### config.mk
export PLATFORM = sky130hd
export DESIGN_NAME = cpm_sequencer
export DESIGN_NICKNAME = d
export VERILOG_FILES = /design/src/cpm_pkg.sv /design/src/cpm_zc_apply.sv /design/src/cpm_sequencer.sv
export SDC_FILE = /design/constraint.sdc
export NUM_CORES = 2
export LEC_CHECK = 0
export BUFFER_PORTS_ARGS = -buffer_cell sky130_fd_sc_hd__buf_2
export CORE_MARGIN = 8
export CORE_UTILIZATION = 30
export DETAILED_ROUTE_END_ITERATION = 10
export PLACE_DENSITY = 0.53
export SYNTH_ARGS = -nofsm -noshare
export SYNTH_HDL_FRONTEND = slang
export SYNTH_SLANG_ARGS = --single-unit
### constraint.sdc
create_clock -name clk -period 7.2 [get_ports clk]
set_input_delay 0.36 -clock clk [delete_from_list [all_inputs] [get_ports clk]]
set_output_delay 0.36 -clock clk [all_outputs]
set_load 0.03 [all_outputs]
### src/cpm_pkg.sv
// Shared constants and types of the channel power and mute sequencer.
package cpm_pkg;

  // ****************************************
  // Register map
  // ****************************************
  localparam int NUM_CH = 8;
  localparam logic [7:0] ADDR_VOL_FIRST = 8'h01;
  localparam logic [7:0] ADDR_VOL_LAST = 8'h08;
  localparam logic [7:0] ADDR_CH_PWR = 8'h0D;
  localparam logic [7:0] ADDR_GLOB_PWR = 8'h0E;
  localparam logic [7:0] ADDR_ZC_CFG = 8'h0F;
  localparam logic [7:0] ADDR_STATUS = 8'h1E;

  // ****************************************
  // Field positions and reset values
  // ****************************************
  localparam int GLOB_PDN_BIT = 0;
  localparam int ZC_WAIT_BIT = 0;
  localparam int ZC_TSEL_LSB = 1;
  localparam int TSEL_W = 3;
  localparam int ZC_KEEP_BIT = 4;
  localparam int ZC_CFG_W = 5;
  localparam logic [7:0] RST_CH_PWR = 8'h00;
  localparam logic RST_GLOB_PDN = 1'b1;
  localparam logic [4:0] RST_ZC_CFG = 5'h01;
  localparam logic [7:0] RST_VOL = 8'h80;
  localparam logic [7:0] MUTE_VOL = 8'h00;

  // ****************************************
  // Timing
  // ****************************************
  localparam int CLK_PERIOD_NS = 8;
  localparam int NS_PER_MS = 1000000;
  localparam int NS_PER_US = 1000;
  localparam int CYCLES_PER_MS = NS_PER_MS / CLK_PERIOD_NS;
  localparam int SETTLE_US = 100;
  localparam int SETTLE_CYCLES = (SETTLE_US * NS_PER_US + CLK_PERIOD_NS - 1) / CLK_PERIOD_NS;
  localparam int TOUT_MS [8] = '{5, 10, 15, 20, 25, 30, 40, 50};
  localparam int CNT_W = 24;

  // ****************************************
  // Types
  // ****************************************
  typedef enum logic [1:0] {
    CH_OFF,
    CH_RAMP,
    CH_RUN,
    CH_MUTING
  } cpm_ch_state_t;

endpackage

### src/cpm_zc_apply.sv
// Per-channel zero-crossing gate that decides when a volume change takes effect.
`timescale 1ns/1ns
`default_nettype none
module cpm_zc_apply
  import cpm_pkg::*;
(
  input wire logic clk,
  input wire logic rst,
  input wire logic [7:0] want,
  input wire logic zc,
  input wire logic zc_wait,
  input wire logic keep_prev,
  input wire logic [CNT_W-1:0] tout_limit,
  output logic [7:0] vol,
  output logic pending
);

  logic [7:0] vol_q, vol_d;
  logic [7:0] req_q, req_d;
  logic [7:0] pval_q, pval_d;
  logic pend_q, pend_d;
  logic [CNT_W-1:0] tmr_q, tmr_d;
  logic fire;
  logic new_req;

  assign new_req = (want != req_q);
  assign fire = !zc_wait || zc || (tmr_q >= tout_limit - 24'h000001);

  always_comb begin
    vol_d = vol_q;
    req_d = req_q;
    pval_d = pval_q;
    pend_d = pend_q;
    tmr_d = tmr_q;
    if (pend_q) begin
      tmr_d = tmr_q + 24'h000001;
      if (fire) begin
        vol_d = pval_q;
        pend_d = 1'b0;
      end
    end
    if (new_req) begin
      req_d = want;
      if (!zc_wait) begin
        vol_d = want;
        pend_d = 1'b0;
      end else begin
        if (pend_q && keep_prev) begin
          vol_d = pval_q;
        end
        pval_d = want;
        pend_d = 1'b1;
        tmr_d = '0;
      end
    end
  end

  always_ff @(posedge clk) begin
    if (rst) begin
      vol_q <= MUTE_VOL;
      req_q <= MUTE_VOL;
      pval_q <= MUTE_VOL;
      pend_q <= 1'b0;
      tmr_q <= '0;
    end else begin
      vol_q <= vol_d;
      req_q <= req_d;
      pval_q <= pval_d;
      pend_q <= pend_d;
      tmr_q <= tmr_d;
    end
  end

  assign vol = vol_q;
  assign pending = pend_q;
endmodule
`default_nettype wire

### src/cpm_sequencer.sv
// Top of the channel power and mute sequencer with its register file.
`timescale 1ns/1ns
`default_nettype none

// Operation
// - Reset held: fully off, accesses ignored.
// - Reset returns every setting to default.
// - Global power-down keeps all amplifiers off.
// - Channel wakes only with both bits clear.
// - Reset: channel bits clear, global bit set.
// - Channel stays muted while amplifier powers up.
// - After power-up, programmed volume is applied.
// - Either bit set powers the channel down.
// - Mute the channel before amplifier power-down.
// - Power mutes follow zero-crossing timing settings.
// - Setting picks immediate or zero-crossing change.
// - Deferred change applies after selectable time-out.
// - Superseded change: apply at once or discard.
module cpm_sequencer
  import cpm_pkg::*;
#(
  parameter int CYCLES_PER_MS_P = CYCLES_PER_MS,
  parameter int SETTLE_CYCLES_P = SETTLE_CYCLES
)
(
  input wire logic clk,
  input wire logic rst,
  input wire logic [7:0] reg_addr,
  input wire logic [7:0] reg_wdata,
  input wire logic reg_wr,
  input wire logic reg_rd,
  output logic [7:0] reg_rdata,
  input wire logic [NUM_CH-1:0] zc_in,
  output logic [NUM_CH-1:0] amp_on,
  output logic [NUM_CH-1:0] ch_muted,
  output logic [NUM_CH*8-1:0] ch_vol
);

  // ****************************************
  // Register file
  // ****************************************
  logic [7:0] vol_q [NUM_CH];
  logic [7:0] vol_d [NUM_CH];
  logic [7:0] chpwr_q, chpwr_d;
  logic glob_q, glob_d;
  logic [ZC_CFG_W-1:0] cfg_q, cfg_d;
  logic [7:0] rdata_q, rdata_d;
  logic [2:0] vidx;
  logic vol_hit;

  assign vidx = 3'(reg_addr - ADDR_VOL_FIRST);
  assign vol_hit = (reg_addr >= ADDR_VOL_FIRST) && (reg_addr <= ADDR_VOL_LAST);

  always_comb begin
    vol_d = vol_q;
    chpwr_d = chpwr_q;
    glob_d = glob_q;
    cfg_d = cfg_q;
    rdata_d = rdata_q;
    if (reg_wr) begin
      if (vol_hit) begin
        vol_d[vidx] = reg_wdata;
      end
      if (reg_addr == ADDR_CH_PWR) begin
        chpwr_d = reg_wdata;
      end
      if (reg_addr == ADDR_GLOB_PWR) begin
        glob_d = reg_wdata[GLOB_PDN_BIT];
      end
      if (reg_addr == ADDR_ZC_CFG) begin
        cfg_d = reg_wdata[ZC_CFG_W-1:0];
      end
    end
    if (reg_rd) begin
      rdata_d = 8'h00;
      if (vol_hit) begin
        rdata_d = vol_q[vidx];
      end
      if (reg_addr == ADDR_CH_PWR) begin
        rdata_d = chpwr_q;
      end
      if (reg_addr == ADDR_GLOB_PWR) begin
        rdata_d = {7'h00, glob_q};
      end
      if (reg_addr == ADDR_ZC_CFG) begin
        rdata_d = {3'h0, cfg_q};
      end
      if (reg_addr == ADDR_STATUS) begin
        rdata_d = amp_on;
      end
    end
  end

  // A synchronous reset holds every register, so no access can land while it is high.
  always_ff @(posedge clk) begin
    if (rst) begin
      for (int i = 0; i < NUM_CH; i++) begin
        vol_q[i] <= RST_VOL;
      end
      chpwr_q <= RST_CH_PWR;
      glob_q <= RST_GLOB_PDN;
      cfg_q <= RST_ZC_CFG;
      rdata_q <= 8'h00;
    end else begin
      vol_q <= vol_d;
      chpwr_q <= chpwr_d;
      glob_q <= glob_d;
      cfg_q <= cfg_d;
      rdata_q <= rdata_d;
    end
  end

  assign reg_rdata = rdata_q;

  // ****************************************
  // Zero-crossing input synchroniser
  // ****************************************
  // The comparator toggles at each crossing, so any change of level counts as one.
  logic [NUM_CH-1:0] zc_s1_q, zc_s2_q, zc_s3_q;
  logic [NUM_CH-1:0] zc_evt;

  // The chain has no reset, so it follows the pin through reset.
  // A reset to zero would show a false crossing on any pin that idles high.
  always_ff @(posedge clk) begin
    zc_s1_q <= zc_in;
    zc_s2_q <= zc_s1_q;
    zc_s3_q <= zc_s2_q;
  end

  assign zc_evt = zc_s2_q ^ zc_s3_q;

  // ****************************************
  // Time-out selection
  // ****************************************
  logic [TSEL_W-1:0] tsel;
  logic [CNT_W-1:0] tout_limit;
  logic [CNT_W-1:0] settle_limit;

  assign tsel = cfg_q[ZC_TSEL_LSB +: TSEL_W];
  assign tout_limit = CNT_W'(TOUT_MS[tsel] * CYCLES_PER_MS_P);
  assign settle_limit = CNT_W'(SETTLE_CYCLES_P);

  // ****************************************
  // Channel power sequencing
  // ****************************************
  cpm_ch_state_t st_q [NUM_CH];
  cpm_ch_state_t st_d [NUM_CH];
  logic [CNT_W-1:0] cnt_q [NUM_CH];
  logic [CNT_W-1:0] cnt_d [NUM_CH];
  logic [NUM_CH-1:0] pdn;
  logic [NUM_CH-1:0] pend;
  logic [7:0] cur_vol [NUM_CH];
  logic [7:0] want [NUM_CH];

  assign pdn = chpwr_q | {NUM_CH{glob_q}};

  always_comb begin
    for (int i = 0; i < NUM_CH; i++) begin
      st_d[i] = st_q[i];
      cnt_d[i] = cnt_q[i];
      unique case (st_q[i])
        CH_OFF: begin
          if (!pdn[i]) begin
            st_d[i] = CH_RAMP;
            cnt_d[i] = '0;
          end
        end
        CH_RAMP: begin
          if (pdn[i]) begin
            st_d[i] = CH_OFF;
          end else if (cnt_q[i] >= settle_limit - 24'h000001) begin
            st_d[i] = CH_RUN;
          end else begin
            cnt_d[i] = cnt_q[i] + 24'h000001;
          end
        end
        CH_RUN: begin
          if (pdn[i]) begin
            st_d[i] = CH_MUTING;
          end
        end
        CH_MUTING: begin
          if (!pdn[i]) begin
            st_d[i] = CH_RUN;
          end else if (!pend[i] && cur_vol[i] == MUTE_VOL) begin
            st_d[i] = CH_OFF;
          end
        end
      endcase
    end
  end

  always_ff @(posedge clk) begin
    for (int i = 0; i < NUM_CH; i++) begin
      if (rst) begin
        st_q[i] <= CH_OFF;
        cnt_q[i] <= '0;
      end else begin
        st_q[i] <= st_d[i];
        cnt_q[i] <= cnt_d[i];
      end
    end
  end

  // ****************************************
  // Per-channel volume gates
  // ****************************************
  // Power mutes go through the same gate as user changes, so a slow crossing
  // lengthens power-down; immediate mode avoids that.
  genvar g;
  generate
    for (g = 0; g < NUM_CH; g++) begin : gen_ch
      assign want[g] = (st_q[g] == CH_RUN) ? vol_q[g] : MUTE_VOL;

      cpm_zc_apply u_zc (
        .clk(clk),
        .rst(rst),
        .want(want[g]),
        .zc(zc_evt[g]),
        .zc_wait(cfg_q[ZC_WAIT_BIT]),
        .keep_prev(cfg_q[ZC_KEEP_BIT]),
        .tout_limit(tout_limit),
        .vol(cur_vol[g]),
        .pending(pend[g])
      );

      assign amp_on[g] = (st_q[g] != CH_OFF);
      assign ch_muted[g] = (st_q[g] != CH_RUN);
      assign ch_vol[g*8 +: 8] = cur_vol[g];

    end
  endgenerate
endmodule
`default_nettype wire

==> impl_metrics.yaml <==
sta:
  fin_skew_ns: 0.0327
  fin_crit_ns: 6.76
  hold_violations: 0
  worstMarginPinSlew_ns: 1.04
  final_max_slew_viol_count: 0
  setup_tns_ns: 0
  finalSetupViolations: 0
  slew_headroom_pct: 30.3
  fin_crit_sh_pct: 93.9
  timing.fmax_mhz: 148
flow_run:
  maxCapViolCount: 0
power_and_ir_drop:
  power.leakage_nw: 16.7
  power_mw: 8.82
  power_density_nw_per_um2: 205
  ir_drop_uv: 221
floorplan:
  core_um2: 125000
  num_rows: 130
  die_y_um: 370
  ios: 116
  die_area_um2: 137000
  die_x_um: 370
  initial_core_util_pct: 30.1
cts:
  clkLatencyLatePin_ns: 0.68
  cts_buffers: 84
  clock_sinks: 710
  clockRootBuffer: "clkbuf_16"
  h-tree-depth: 3
  path_clk_slew_ns: 0.06
  cts_tree: "done"
  clk_path_buf_depth: 3
synth:
  synth_top_family_by_area: "simple AND/OR/NAND/NOR gates"
  syn_nets: 4910
  syn_area_um2: 37600
  synth_compound_area_share_pct: 16.1
  synthMuxAreaShare_pct: 2.45
  synth-xor-area-share_pct: 7.50
  synth.avg_cell_area_um2: 8.10
  syn_inst: 4647
  yosys.area_share.simple_pct: 24.5
  yosysUniqueCellTypes: 91
  yosysWarnings: 0
  yosys_most_used_dff: "dfxtp_1"
  synth_edf_count: 0
  yosysSeqAreaShare_pct: 37.8
  synth-adder-area-share_pct: 8.00
  ys_ff_latch: 710
  async_flop_share_pct: 0
global_route:
  antenna_found_initial: 8
  gr-total-overflow: 0
  grt_max_degree: 89
  grt_pass1_vias: 30700
  grt_pass1_wl_um: 177000
  grt_util_all_layers_pct: 15.8
critical_path:
  critPathMaxFanout: 9
  cp-end-kind: "flip-flop"
  cp.buffers_inverters: 3
  cp_top_family: "adder cells"
  reg2reg_slack_ns: 0.44
  cp-start-kind: "flip-flop"
  r2r_start: "cfg_q[2]"
  required_ns: 7.78
  crit_type: "flip-flop to flip-flop"
  startpoint: "cfg_q[2]"
  crit_arrival_ns: 7.34
  critPathMaxStageDelay_ns: 0.49
  cpMaxStageDelayCell: "fa_1"
  crit_top_cell: "ha_1"
route:
  drc_errors: 0
  vias: 32700
  ant_nets: 0
  detail_route.iter0.violations: 2265
  vias_per_cell: 5.11
  wire_per_inst_um: 17.5
  dr.pass1.iters: 5
  wl_um: 112000
final_layout:
  syn_to_final_growth_pct: 14.4
  fin_util_pct: 34.4
  drive_gt1_share_pct: 8.63
  nets: 4934
status:
  outcome: "completed"
place:
  port_buffers: 115
  gp_congestion: 0.833
  dp_hpwl_um: 79000
hold_path:
  hp-start: "rst"
  holdCritPathClass: "primary input to flip-flop"
flip-flops by register name, summed over array words and instances (netlist names), named ones only:
register	count
cfg_q	5
chpwr_q	8
cnt_q	192
gen_ch.u_zc.pending	8
gen_ch.u_zc.pval_q	64
gen_ch.u_zc.req_q	64
gen_ch.u_zc.tmr_q	192
gen_ch.u_zc.vol	64
glob_q	1
reg_rdata	8
st_q	8
vol_q	64
zc_s1_q	8
zc_s2_q	8
zc_s3_q	8
synthesized netlist by cell type (9+ instances only):
cell | count | area (um2)
dfxtp_1 | 710 | 14200
nor2_1 | 690 | 2590
nand2_1 | 554 | 2080
a21oi_1 | 409 | 2050
ha_1 | 227 | 2840
clkbuf_1 | 223 | 837
nand3_1 | 220 | 1100
xor2_1 | 175 | 1530
xnor2_1 | 147 | 1290
and3_1 | 123 | 769
o21ai_0 | 106 | 531
nand4_1 | 101 | 632
inv_1 | 98 | 368
a31oi_1 | 75 | 469
mux2i_1 | 73 | 731
nor3_1 | 50 | 250
nor4_1 | 50 | 313
and2_1 | 42 | 263
or3_1 | 39 | 244
a211oi_1 | 37 | 278
a221oi_1 | 33 | 289
a21o_1 | 32 | 240
a22oi_1 | 29 | 218
o32ai_1 | 27 | 236
and4_1 | 24 | 210
buf_1 | 24 | 90.1
nor4bb_1 | 21 | 210
nor2b_1 | 19 | 119
mux2_2 | 17 | 191
o31ai_1 | 16 | 120
a41oi_1 | 15 | 131
o22ai_1 | 15 | 93.8
a211o_1 | 14 | 123
o21a_1 | 14 | 105
or2_2 | 12 | 75.1
nand2b_1 | 11 | 68.8
a221oi_2 | 9 | 135
cell type report:
type                    instances  area [um2]
clock buffers                 118        2390
inverters                     104         392
well taps                    1650        2060
flip-flops and latches        710       14200
multi-input cells            3573       22100
diodes                          8        20.0
repair buffers                198        1270
fillers                     12900       82100
clock inverters                36         586
stage by stage:
stage          hold WS (ns)  cell area [um2]  worst slack [ns]  cells
2_1_floorplan         0.310            37600             0.344   4647
4_1_cts              0.0133            42900             0.104   6383
3_5_place_dp          0.315            39800            -0.172   6220
6_report             0.0656            43000             0.441   6397
5_1_grt              0.0551            43000           -0.0618   6390
3_3_place_gp          0.312            39800           -0.0750   6220
cells by family after synthesis:
family,count (synthesis)
buf+inv,364
xor+xnor,322
compound gates,937
fa+ha+maj,236
flops,710
mux,90
simple gates,1988
report_power, final:
part / internal [mW] / switching, mW
clock network: 2.80 / 1.80
registers: 3.94 / 0.0142
logic: 0.0712 / 0.201
total: 6.81 / 2.02
layer usage:
metal  share of wire [%]  global-route usage, %
met1                  49                   21.8
met2                  44                   25.0
met3                 5.4                   3.22
met4                 2.3                   4.42
met5               0.012                      0
worst paths after layout:
check	cells past startpoint	to
worst max-delay path	26	gen_ch[0].u_zc.vol[0]
worst min register to register	0	zc_s2_q[0]
worst max register to register	26	gen_ch[0].u_zc.vol[0]
worst min-delay path	2	gen_ch[3].u_zc.vol[0]
layout by cell type (no fill, tap or decap), types with 13 or more instances in the layout:
cell / netlist / layout
nor3_1: 50 / 50
xnor2_1: 147 / 147
clkbuf_1: 223 / 18
ha_1: 227 / 227
a211oi_1: 37 / 37
a21oi_1: 409 / 408
nand3_1: 220 / 220
mux2i_1: 73 / 73
o21ai_0: 106 / 105
and4_1: 24 / 24
a22oi_1: 29 / 29
mux2_2: 17 / 17
buf_2: 6 / 114
nor2b_1: 19 / 19
or3_1: 39 / 39
dfxtp_1: 710 / 709
bufinv_16: 0 / 13
o21a_1: 14 / 14
a41oi_1: 15 / 15
clkbuf_8: 0 / 17
nor4bb_1: 21 / 21
o22ai_1: 15 / 15
a211o_1: 14 / 14
buf_4: 6 / 71
nor4_1: 50 / 50
nor2_1: 690 / 689
and3_1: 123 / 123
a21o_1: 32 / 32
o32ai_1: 27 / 27
and2_1: 42 / 42
a31oi_1: 75 / 75
xor2_1: 175 / 173
nand2_1: 554 / 554
nand4_1: 101 / 101
a221oi_1: 33 / 33
clkbuf_16: 0 / 84
inv_1: 98 / 97
repair_timing:
item,in CTS,in global routing
buffers inserted,0,6
hold buffers,9,0
hold endpoints to repair,13,0
pin swaps,0,6
endpoints found under the setup margin,51,68
resized for setup,2,7
Note: power is estimated with default switching activity, not from simulation.
